### config.mk
export PLATFORM = sky130hd
export DESIGN_NAME = gpc_converter_ctrl
export DESIGN_NICKNAME = d
export VERILOG_FILES = /design/src/common/gpc_pkg.sv /design/src/rtl/gpc_delay_gate.sv /design/src/rtl/gpc_converter_ctrl.sv
export SDC_FILE = /design/constraint.sdc
export NUM_CORES = 1
export LEC_CHECK = 0
export BUFFER_PORTS_ARGS = -buffer_cell sky130_fd_sc_hd__buf_4
export CAP_MARGIN = 10
export CORE_MARGIN = 2
export CORE_UTILIZATION = 51
export DETAILED_ROUTE_END_ITERATION = 6
export PLACE_DENSITY_LB_ADDON = 0.12
export SETUP_SLACK_MARGIN = 0.4
export SYNTH_ARGS = -nofsm -noshare
export SYNTH_HDL_FRONTEND = slang
export SYNTH_HIERARCHICAL = 1
export SYNTH_SLANG_ARGS = --single-unit
### constraint.sdc
create_clock -name clk -period 2 [get_ports clk]
set_input_delay 0.4 -clock clk [delete_from_list [all_inputs] [get_ports clk]]
set_output_delay 0.4 -clock clk [all_outputs]
set_load 0.1 [all_outputs]
### src/common/gpc_pkg.sv
package gpc_pkg;
  // ------------------------------------------------------------
  // register offsets (byte addresses)
  // ------------------------------------------------------------
  localparam logic [7:0] ADDR_MAIN    = 8'h00;
  localparam logic [7:0] ADDR_SECOND  = 8'h04;
  localparam logic [7:0] ADDR_POS_OFS = 8'h08;
  localparam logic [7:0] ADDR_NEG_OFS = 8'h0c;
  localparam logic [7:0] ADDR_DELAY_A = 8'h10;
  localparam logic [7:0] ADDR_DELAY_B = 8'h14;
  localparam logic [7:0] ADDR_RESULT  = 8'h18;
  localparam logic [7:0] ADDR_STATUS  = 8'h1c;
  // ------------------------------------------------------------
  // field positions
  // ------------------------------------------------------------
  localparam int MAIN_CONV_EN  = 0;
  localparam int MAIN_START    = 1;
  localparam int MAIN_REG_EN   = 2;
  localparam int MAIN_MUTE     = 3;
  localparam int MAIN_CHAN_LSB = 4;
  localparam int SEC_ATTN      = 0;
  localparam int SEC_DLY_EN    = 1;
  localparam int DLY_LO_LSB    = 0;
  localparam int DLY_HI_LSB    = 16;
  localparam int STAT_BUSY     = 0;
  localparam int STAT_CNT_RUN  = 1;
  localparam int STAT_CNT_USED = 2;
  localparam int STAT_CNT_LSB  = 16;
  // ------------------------------------------------------------
  // widths, battery channel code and reset values
  // ------------------------------------------------------------
  localparam int DLY_W  = 13;
  localparam int CHAN_W = 4;
  localparam int RES_W  = 10;
  localparam logic [CHAN_W-1:0] CHAN_BATTERY = 4'h4;
  localparam logic [RES_W-1:0]  OFS_RESET    = 10'h200;
  // ------------------------------------------------------------
  // timing
  // ------------------------------------------------------------
  localparam int CLK_PERIOD_PS  = 5000;
  localparam int T_CONV_PS      = 62500;
  localparam int T_DELAY_MAX_NS = 32000;
  localparam int T_REG_SETTLE_NS = 20000;
  localparam int T_ATTN_SETTLE_NS = 1000;
  localparam int CONV_CYC = T_CONV_PS / CLK_PERIOD_PS;
  localparam int DELAY_MAX_CYC = (T_DELAY_MAX_NS * 1000) / CLK_PERIOD_PS;
  localparam int REG_SETTLE_CYC = (T_REG_SETTLE_NS * 1000 + CLK_PERIOD_PS - 1) / CLK_PERIOD_PS;
  localparam int ATTN_SETTLE_CYC = (T_ATTN_SETTLE_NS * 1000 + CLK_PERIOD_PS - 1) / CLK_PERIOD_PS;
  localparam logic [DLY_W-1:0] DLY_REG_RESET   = 13'h0000;
  localparam logic [DLY_W-1:0] DLY_EN_RESET    = DLY_W'(REG_SETTLE_CYC);
  localparam logic [DLY_W-1:0] DLY_START_RESET = DLY_W'(REG_SETTLE_CYC + ATTN_SETTLE_CYC);
  // ------------------------------------------------------------
  // sequencer states
  // ------------------------------------------------------------
  typedef enum logic [1:0] {ST_IDLE, ST_WAIT, ST_CONV} gpc_state_t;
endpackage

### src/rtl/gpc_delay_gate.sv
`timescale 1ns/1ps
module gpc_delay_gate #(
  parameter int W = 13
) (
  input  wire logic         ctrl,
  input  wire logic         bypass,
  input  wire logic [W-1:0] count,
  input  wire logic [W-1:0] setting,
  output logic              gated
);
  // control passes once its programmed delay has elapsed
  assign gated = ctrl & (bypass | (count >= setting));
endmodule

### src/rtl/gpc_converter_ctrl.sv
// Decided for this implementation: the register addresses and the address-and-strobe port.
`timescale 1ns/1ps
module gpc_converter_ctrl #(
  parameter int DELAY_MAX = gpc_pkg::DELAY_MAX_CYC
) (
  input  wire logic        clk,
  input  wire logic        srst,
  input  wire logic [7:0]  addr,
  input  wire logic [31:0] wdata,
  input  wire logic        wr,
  input  wire logic        rd,
  output logic      [31:0] rdata,
  input  wire logic [9:0]  adc_data,
  output logic             adc_regulator_en,
  output logic             adc_enable,
  output logic             adc_convert,
  output logic             adc_mute,
  output logic             adc_attn,
  output logic      [3:0]  adc_channel,
  output logic      [9:0]  adc_offset_pos,
  output logic      [9:0]  adc_offset_neg
);
  localparam int DW = gpc_pkg::DLY_W;

  // ------------------------------------------------------------
  // control registers
  // ------------------------------------------------------------
  logic          conv_en, start, reg_en, mute, attn_bit, dly_en;
  logic [3:0]    chan;
  logic [9:0]    pos_ofs, neg_ofs, result;
  logic [DW-1:0] dly_reg, dly_en_set, dly_start;
  logic [DW-1:0] cnt;
  logic          cnt_run, cnt_used;
  logic [3:0]    conv_cnt;
  gpc_pkg::gpc_state_t state, next_state;

  wire wr_main   = wr && addr == gpc_pkg::ADDR_MAIN;
  wire wr_second = wr && addr == gpc_pkg::ADDR_SECOND;
  wire wr_pos    = wr && addr == gpc_pkg::ADDR_POS_OFS;
  wire wr_neg    = wr && addr == gpc_pkg::ADDR_NEG_OFS;
  wire wr_dly_a  = wr && addr == gpc_pkg::ADDR_DELAY_A;
  wire wr_dly_b  = wr && addr == gpc_pkg::ADDR_DELAY_B;
  wire start_set = wr_main && wdata[gpc_pkg::MAIN_START];
  wire conv_done = state == gpc_pkg::ST_CONV && conv_cnt == 4'(gpc_pkg::CONV_CYC - 1);
  wire next_start = start_set | (start & ~conv_done);
  wire battery   = chan == gpc_pkg::CHAN_BATTERY;
  wire attn_eff  = attn_bit | battery;
  wire cnt_go    = start_set && dly_en && !cnt_run && !cnt_used;

  always_ff @(posedge clk) begin
    if (srst) begin
      conv_en    <= 1'b0;
      start      <= 1'b0;
      reg_en     <= 1'b0;
      mute       <= 1'b0;
      chan       <= 4'h0;
      attn_bit   <= 1'b0;
      dly_en     <= 1'b0;
      pos_ofs    <= gpc_pkg::OFS_RESET;
      neg_ofs    <= gpc_pkg::OFS_RESET;
      dly_reg    <= gpc_pkg::DLY_REG_RESET;
      dly_en_set <= gpc_pkg::DLY_EN_RESET;
      dly_start  <= gpc_pkg::DLY_START_RESET;
    end else begin
      start <= next_start;
      if (wr_main) begin
        conv_en <= wdata[gpc_pkg::MAIN_CONV_EN];
        reg_en  <= wdata[gpc_pkg::MAIN_REG_EN];
        mute    <= wdata[gpc_pkg::MAIN_MUTE];
        chan    <= wdata[gpc_pkg::MAIN_CHAN_LSB +: 4];
      end
      if (wr_second) begin
        attn_bit <= wdata[gpc_pkg::SEC_ATTN];
        dly_en   <= wdata[gpc_pkg::SEC_DLY_EN];
      end
      if (wr_pos) pos_ofs <= wdata[9:0];
      if (wr_neg) neg_ofs <= wdata[9:0];
      if (wr_dly_a) begin
        dly_reg    <= wdata[gpc_pkg::DLY_LO_LSB +: DW];
        dly_en_set <= wdata[gpc_pkg::DLY_HI_LSB +: DW];
      end
      if (wr_dly_b) dly_start <= wdata[gpc_pkg::DLY_LO_LSB +: DW];
    end
  end

  // ------------------------------------------------------------
  // delay counter
  // ------------------------------------------------------------
  always_ff @(posedge clk) begin
    if (srst || !dly_en) begin
      cnt      <= '0;
      cnt_run  <= 1'b0;
      cnt_used <= 1'b0;
    end else begin
      if (cnt_go) cnt_run <= 1'b1;
      else if (cnt_run && conv_done) begin
        cnt_run  <= 1'b0;
        cnt_used <= 1'b1;
      end
      if (cnt_run && cnt < DW'(DELAY_MAX)) cnt <= cnt + 1'b1;
    end
  end

  logic reg_gated, en_gated, start_gated;
  wire  bypass = ~dly_en;

  gpc_delay_gate #(.W(DW)) u_gate_reg (
    .ctrl(reg_en), .bypass(bypass), .count(cnt), .setting(dly_reg), .gated(reg_gated));
  gpc_delay_gate #(.W(DW)) u_gate_en (
    .ctrl(conv_en), .bypass(bypass), .count(cnt), .setting(dly_en_set), .gated(en_gated));
  gpc_delay_gate #(.W(DW)) u_gate_start (
    .ctrl(start), .bypass(bypass), .count(cnt), .setting(dly_start),
    .gated(start_gated));

  // ------------------------------------------------------------
  // conversion sequencer
  // ------------------------------------------------------------
  always_comb begin
    next_state = state;
    case (state)
      gpc_pkg::ST_IDLE: if (start) next_state = gpc_pkg::ST_WAIT;
      gpc_pkg::ST_WAIT: if (start_gated) next_state = gpc_pkg::ST_CONV;
      gpc_pkg::ST_CONV: if (conv_done) next_state = gpc_pkg::ST_IDLE;
      default:          next_state = gpc_pkg::ST_IDLE;
    endcase
  end

  always_ff @(posedge clk) begin
    if (srst) begin
      state    <= gpc_pkg::ST_IDLE;
      conv_cnt <= 4'h0;
      result   <= 10'h000;
    end else begin
      state    <= next_state;
      conv_cnt <= (state == gpc_pkg::ST_CONV) ? conv_cnt + 1'b1 : 4'h0;
      if (conv_done) result <= adc_data;
    end
  end

  // ------------------------------------------------------------
  // converter outputs
  // ------------------------------------------------------------
  always_ff @(posedge clk) begin
    if (srst) begin
      adc_regulator_en <= 1'b0;
      adc_enable       <= 1'b0;
      adc_mute         <= 1'b0;
      adc_attn         <= 1'b0;
      adc_channel      <= 4'h0;
      adc_offset_pos   <= gpc_pkg::OFS_RESET;
      adc_offset_neg   <= gpc_pkg::OFS_RESET;
    end else begin
      adc_regulator_en <= reg_gated;
      adc_enable       <= en_gated;
      adc_mute         <= mute;
      adc_attn         <= attn_eff;
      adc_channel      <= chan;
      adc_offset_pos   <= pos_ofs;
      adc_offset_neg   <= neg_ofs;
    end
  end
  assign adc_convert = state == gpc_pkg::ST_CONV;

  // ------------------------------------------------------------
  // read port
  // ------------------------------------------------------------
  logic [31:0] rd_mux;
  always_comb begin
    rd_mux = 32'h0000_0000;
    case (addr)
      gpc_pkg::ADDR_MAIN: begin
        rd_mux[gpc_pkg::MAIN_CONV_EN]       = conv_en;
        rd_mux[gpc_pkg::MAIN_START]         = start;
        rd_mux[gpc_pkg::MAIN_REG_EN]        = reg_en;
        rd_mux[gpc_pkg::MAIN_MUTE]          = mute;
        rd_mux[gpc_pkg::MAIN_CHAN_LSB +: 4] = chan;
      end
      gpc_pkg::ADDR_SECOND: begin
        rd_mux[gpc_pkg::SEC_ATTN]   = attn_eff;
        rd_mux[gpc_pkg::SEC_DLY_EN] = dly_en;
      end
      gpc_pkg::ADDR_POS_OFS: rd_mux[9:0] = pos_ofs;
      gpc_pkg::ADDR_NEG_OFS: rd_mux[9:0] = neg_ofs;
      gpc_pkg::ADDR_DELAY_A: begin
        rd_mux[gpc_pkg::DLY_LO_LSB +: DW] = dly_reg;
        rd_mux[gpc_pkg::DLY_HI_LSB +: DW] = dly_en_set;
      end
      gpc_pkg::ADDR_DELAY_B: rd_mux[gpc_pkg::DLY_LO_LSB +: DW] = dly_start;
      gpc_pkg::ADDR_RESULT:  rd_mux[9:0] = result;
      gpc_pkg::ADDR_STATUS: begin
        rd_mux[gpc_pkg::STAT_BUSY]           = state != gpc_pkg::ST_IDLE;
        rd_mux[gpc_pkg::STAT_CNT_RUN]        = cnt_run;
        rd_mux[gpc_pkg::STAT_CNT_USED]       = cnt_used;
        rd_mux[gpc_pkg::STAT_CNT_LSB +: DW]  = cnt;
      end
      default: rd_mux = 32'h0000_0000;
    endcase
  end

  always_ff @(posedge clk) begin
    if (srst) rdata <= 32'h0000_0000;
    else      rdata <= rd ? rd_mux : 32'h0000_0000;
  end
endmodule

* Word-level counts from Yosys, hierarchy flattened
Index checks and enable logic that the tools add are counted.
Word-level totals: flip-flop bits (word level) 160, bits of input ports 54
Cells by class: add/subtract/negate cells 2, $lt $le $gt $ge 4, eq/ne operators 14, mux-type cells 12, bitwise operators 14, reduce and logical (&&, ||, !) cells 25
Operator list (count):
- 13-bit greater-or-equal comparator | 3
- 8-bit by 5-bit equality test with 1-bit output (second input constant) | 4
- 5-bit one-hot mux with 6 select lines | 1
- 13-bit one-hot mux with 2 select lines | 1
- 8-bit by 4-bit equality test with 1-bit output (second input constant) | 2
- 2-bit one-hot mux with 8 select lines | 1
- 13-bit by 1-bit adder with 13-bit output (second input constant) | 1
- 1-bit logical AND | 13
- 13-bit less-than comparator (second input constant) | 1
- 2-bit one-hot mux with 5 select lines | 1
- 8-bit by 3-bit equality test with 1-bit output (second input constant) | 1
- 8-bit zero test | 1
- 1-bit one-hot mux with 7 select lines | 1
- 2-bit 2-to-1 mux | 3
- 2-bit one-hot mux with 3 select lines | 1
- 3-bit one-hot mux with 2 select lines | 1
- 1-bit inverter | 5
- 1-bit bitwise OR | 5
- 4-bit by 1-bit adder with 4-bit output (second input constant) | 1
- 1-bit bitwise AND | 4
- 4-bit by 3-bit equality test with 1-bit output (second input constant) | 1
- 4-bit equality test (second input constant) | 1
- 2-bit inequality test (second input constant) | 2
- 2-bit nonzero test | 2
- 10 further kinds | 14

* Longest topological paths before layout
depth after elaboration 8, depth in mapped cells 8

* Hierarchy
The synthesis kept the hierarchy.
Modules (own cells, without submodules):
- gpc_converter_ctrl | instances 1, cells each 633, area each 5990.7 um2, sequential area each 3083.0 um2
- gpc_delay_gate | instances 3, cells each 44, area each 339.1 um2, sequential area each 0.0 um2

* Least setup slack after synthesis
Ideal clock, no wire load.
path kind flip-flop to flip-flop, from reg state[1], to reg conv_cnt[2], library setup time 69 ps, arrival 2160 ps, setup slack -229 ps, cell stages (with the launch flop) 4, path buffers 0, period minus slack after synthesis 2229 ps, path through dfxtp_1 nor2b_1 nand2_1 nor2_1
Between the ends: word-level cells in the longest chain between the ends 3
Ends and longest elaborated chain:
- start, declared | RTL line gpc_converter_ctrl.sv:35 | gpc_pkg::gpc_state_t state, next_state;
- start signal, assigned | RTL line gpc_converter_ctrl.sv:130 | state <= gpc_pkg::ST_IDLE;
- start signal, assigned | RTL line gpc_converter_ctrl.sv:134 | state <= next_state;
- 2-bit equality test
- net adc_convert | RTL line gpc_converter_ctrl.sv:16 | output logic adc_convert,
- 1-bit inverter (no source line)
- 2-bit OR reduction (no source line)
- end signal, assigned | RTL line gpc_converter_ctrl.sv:135 | conv_cnt <= (state == gpc_pkg::ST_CONV) ? conv_cnt + 1'b1 : 4'h0;
- end, declared | RTL line gpc_converter_ctrl.sv:34 | logic [3:0] conv_cnt;
The timed path passes the listed nets, and every way through them passes these cells. A chain may end at the register's enable or synchronous reset.

* Final worst setup path
from reg cnt[11], to reg state[0]
Between the ends: word-level cells in the longest chain between the ends 5
Ends and longest elaborated chain:
- start, declared | RTL line gpc_converter_ctrl.sv:32 | logic [DW-1:0] cnt;
- start signal, assigned | RTL line gpc_converter_ctrl.sv:100 | if (cnt_run && cnt < DW'(DELAY_MAX)) cnt <= cnt + 1'b1;
- 13-bit greater-or-equal comparator | RTL line gpc_delay_gate.sv:12 | assign gated = ctrl & (bypass | (count >= setting));
- 1-bit bitwise OR | RTL line gpc_delay_gate.sv:12
- 1-bit bitwise AND | RTL line gpc_delay_gate.sv:12
- net start_gated | RTL line gpc_converter_ctrl.sv:104 | logic reg_gated, en_gated, start_gated;
- 2-bit inequality test (no source line)
- 3-bit AND reduction (no source line)
The timed path passes the listed nets, and every way through them passes these cells.

==> out/metrics.yaml <==
global_route:
  grt.overflow.total: 0
  grtUsageTotal: 0.2507
  antenna_found_initial: 0
  grt_pass1_vias: 5676
  grt_max_degree: 98
  grt_pass1_wl_mm: 28.50
timing:
  slew_violations: 0
  finalSetupViolations: 0
  skew_ns: 0.006478
  tightest_slew_ns: 0.5643
  setup_slack_ns: 0.1364
  finalCritPeriodShare: 0.9318
  rsz0062_at_grt: "yes"
  whs_ns: 0.1829
  setup_tns_ns: 0
  period_needed_ns: 1.864
  max-slew-margin-rel: 0.6229
  hold_viol: 0
  fmax_mhz: 536.6
floorplanning:
  start_util: 0.5250
  dieArea_mm2: 0.01469
  ios: 115
  die_height_um: 121.2
  die_w_um: 121.2
  coreArea_mm2: 0.01335
  rows: 42
worst_setup_path:
  arrival_ns: 2.18
  reg2regPathDepth: 6
  crit_fanout: 3
  required_ns: 2.32
  cp-end-kind: "flip-flop"
  cp-start-kind: "flip-flop"
  critPathKind: "reg -> reg"
power:
  p_per_area_mw_per_mm2: 745.8
  power_frac_seq: 0.461
  intPower_mw: 5.174
  power_switching_mw: 1.470
  pwr-share-clk: 0.492
  power_mw: 6.645
  p_leak_nw: 3.874
  comb_power_share: 0.047
  vdd_drop_max_uv: 571.9
  p_sw_frac: 0.2213
layout:
  nFillCells: 1119
  multiInputGateArea_mm2: 0.003625
  drive_gt1_frac: 0.2586
  finalNonFillerCells: 1077
  final_nets: 985
  area_growth_pct: 27.14
  utilization: 0.6675
  ff_latch_area_mm2: 0.003115
  final_cell_area_mm2: 0.008910
  largest_register_ffs: 26
  n_antenna_cell: 0
  top_register: "rdata"
synth:
  synthFlopType: "dfxtp_1"
  synth_area_mm2: 0.007008
  yosysMostFrequentCell: "dfxtp_1"
  synthDistinctLibCells: 62
  syn_area_per_cell_um2: 9.161
  synth-edff-count: 0
  yosysWarnings: 6
  synth_top_area_cell: "dfxtp_1"
  synth_seq_area_share: 0.4399
  async_reset_ff_frac: 0
  syn_inst: 765
  netlist_top_cells_count: "dfxtp_1, nand2_1, nor2_1"
  synth_area_leaders: "dfxtp_1, mux2i_1, ha_1"
  netlist.area_leader.share: 0.4399
  yosys_register_bits: 154
cts:
  cts.sinks: 154
  clk_pin_slew_ns: 0.06
  h-tree-depth: 4
  clockRootBuffer: "clkbuf_16"
  clkLatencyLatePin_ns: 0.43
  clk_path_buf_depth: 2
  cts_tree: "yes"
  cts_inserted_buffers: 17
  postCtsHoldBufs: 0
placed_design:
  hpwlAfterDp_mm: 13.22
  place_area_mm2: 0.008120
  place_ws_ns: 0.07003
  portBuffers: 102
  place_congestion: 0.8782
  dp.cells: 1040
worst_hold_path:
  holdPathStages: 3
  hold_path.class: "in -> reg"
route:
  vias_per_cell: 5.487
  routedWlPerCell_um: 16.85
  drc: 0
  wirelength_mm: 18.15
  vias: 5910
  drt_iter0_drc: 458
  first_pass_iters: 5
  antenna_left: 0
outcome:
  status: "finished, final reports clean"
run:
  drv_cap: 0
-- final timing paths --
kind               start             to  slack [ns]
min reg2reg  conv_cnt[0]    conv_cnt[0]        0.44
max reg2reg      cnt[11]       state[0]        0.14
max              cnt[11]       state[0]        0.14
min            wdata[24]  dly_en_set[8]        0.18
-- power groups by stage --
stage               clock, mW  sequential, mW  combinational, mW
floorplan                   0            3.14              0.172
global placement            0            3.14              0.307
detailed placement          0            3.14              0.311
CTS                      3.30            3.07              0.312
global route             3.43            3.06              0.333
finish                   3.27            3.07              0.313
-- critical path, stage by stage, from the launching register on --
cell and delay (ns):
dfxtp_4 0.36, ha_4 0.24, a21o_1 0.18, a211o_1 0.30, a2111oi_4 0.21, a21oi_2 0.15
a2111oi_2 0.31
-- cells by family (layout without fill, tap and decap cells) --
family / after synthesis / in the layout / share of synthesized area
other: 1 / 6 / 0.0005351
and+or+nand+nor: 287 / 287 / 0.1998
buffers and inverters: 89 / 220 / 0.05945
adders and majority gates: 41 / 41 / 0.07320
AOI/OAI and AO/OA: 122 / 122 / 0.1214
DFF: 154 / 154 / 0.4399
xor gates and xnor gates: 11 / 11 / 0.01375
muxes: 60 / 60 / 0.09195
-- routing by layer --
| metal | routed length [um] | GRT usage | vias up | share of wire |
|---|---|---|---|---|
| met3 | 1024 | 0.04182 | 28 | 0.056 |
| li1 | - | - | 2868 | - |
| met5 | 0 | 0 | - | 0 |
| met1 | 8282 | 0.3396 | 2810 | 0.46 |
| met2 | 8476 | 0.4048 | 204 | 0.47 |
| met4 | 365 | 0.08836 | 0 | 0.020 |
-- cells in the final DEF, fill, tap and decap left out, drive strengths merged, types with 3 or more instances in the layout --
cell,instances
clkbuf,21
a211oi,4
nor2,84
nand2,95
nor4b,3
nor2b,31
a21oi,59
inv,45
nor3,5
nand3,31
o21ai,9
a221oi,3
nor3b,3
and3,6
dfxtp,154
a21o,6
ha,41
o2111a,3
buf,146
xnor2,5
xor2,6
a22oi,16
nand3b,3
mux4,3
o31ai,3
nand4,8
mux2i,52
or2,4
clkinv,4
nand2b,4
mux2,5
a2111oi,4
a31oi,3
a211o,3
conb,6
-- area by class of cell --
class,instances,area share
Clock buffer,21,0.05519
Clock inverter,9,0.01250
Inverter,44,0.01854
Multi-Input combinational cell,527,0.4068
Sequential cell,154,0.3497
Tap cell,176,0.02472
Timing Repair Buffer,146,0.1326
-- what timing repair did --
| item | 4_1_cts | 5_1_grt |
|---|---|---|
| endpoints found under the hold margin | 0 | 0 |
| gates resized for setup | 20 | 22 |
| setup buffers | 3 | 4 |
| endpoints found under the setup margin | 8 | 18 |
| pin swaps | 6 | 12 |
Power figures use the tool's default switching activity.
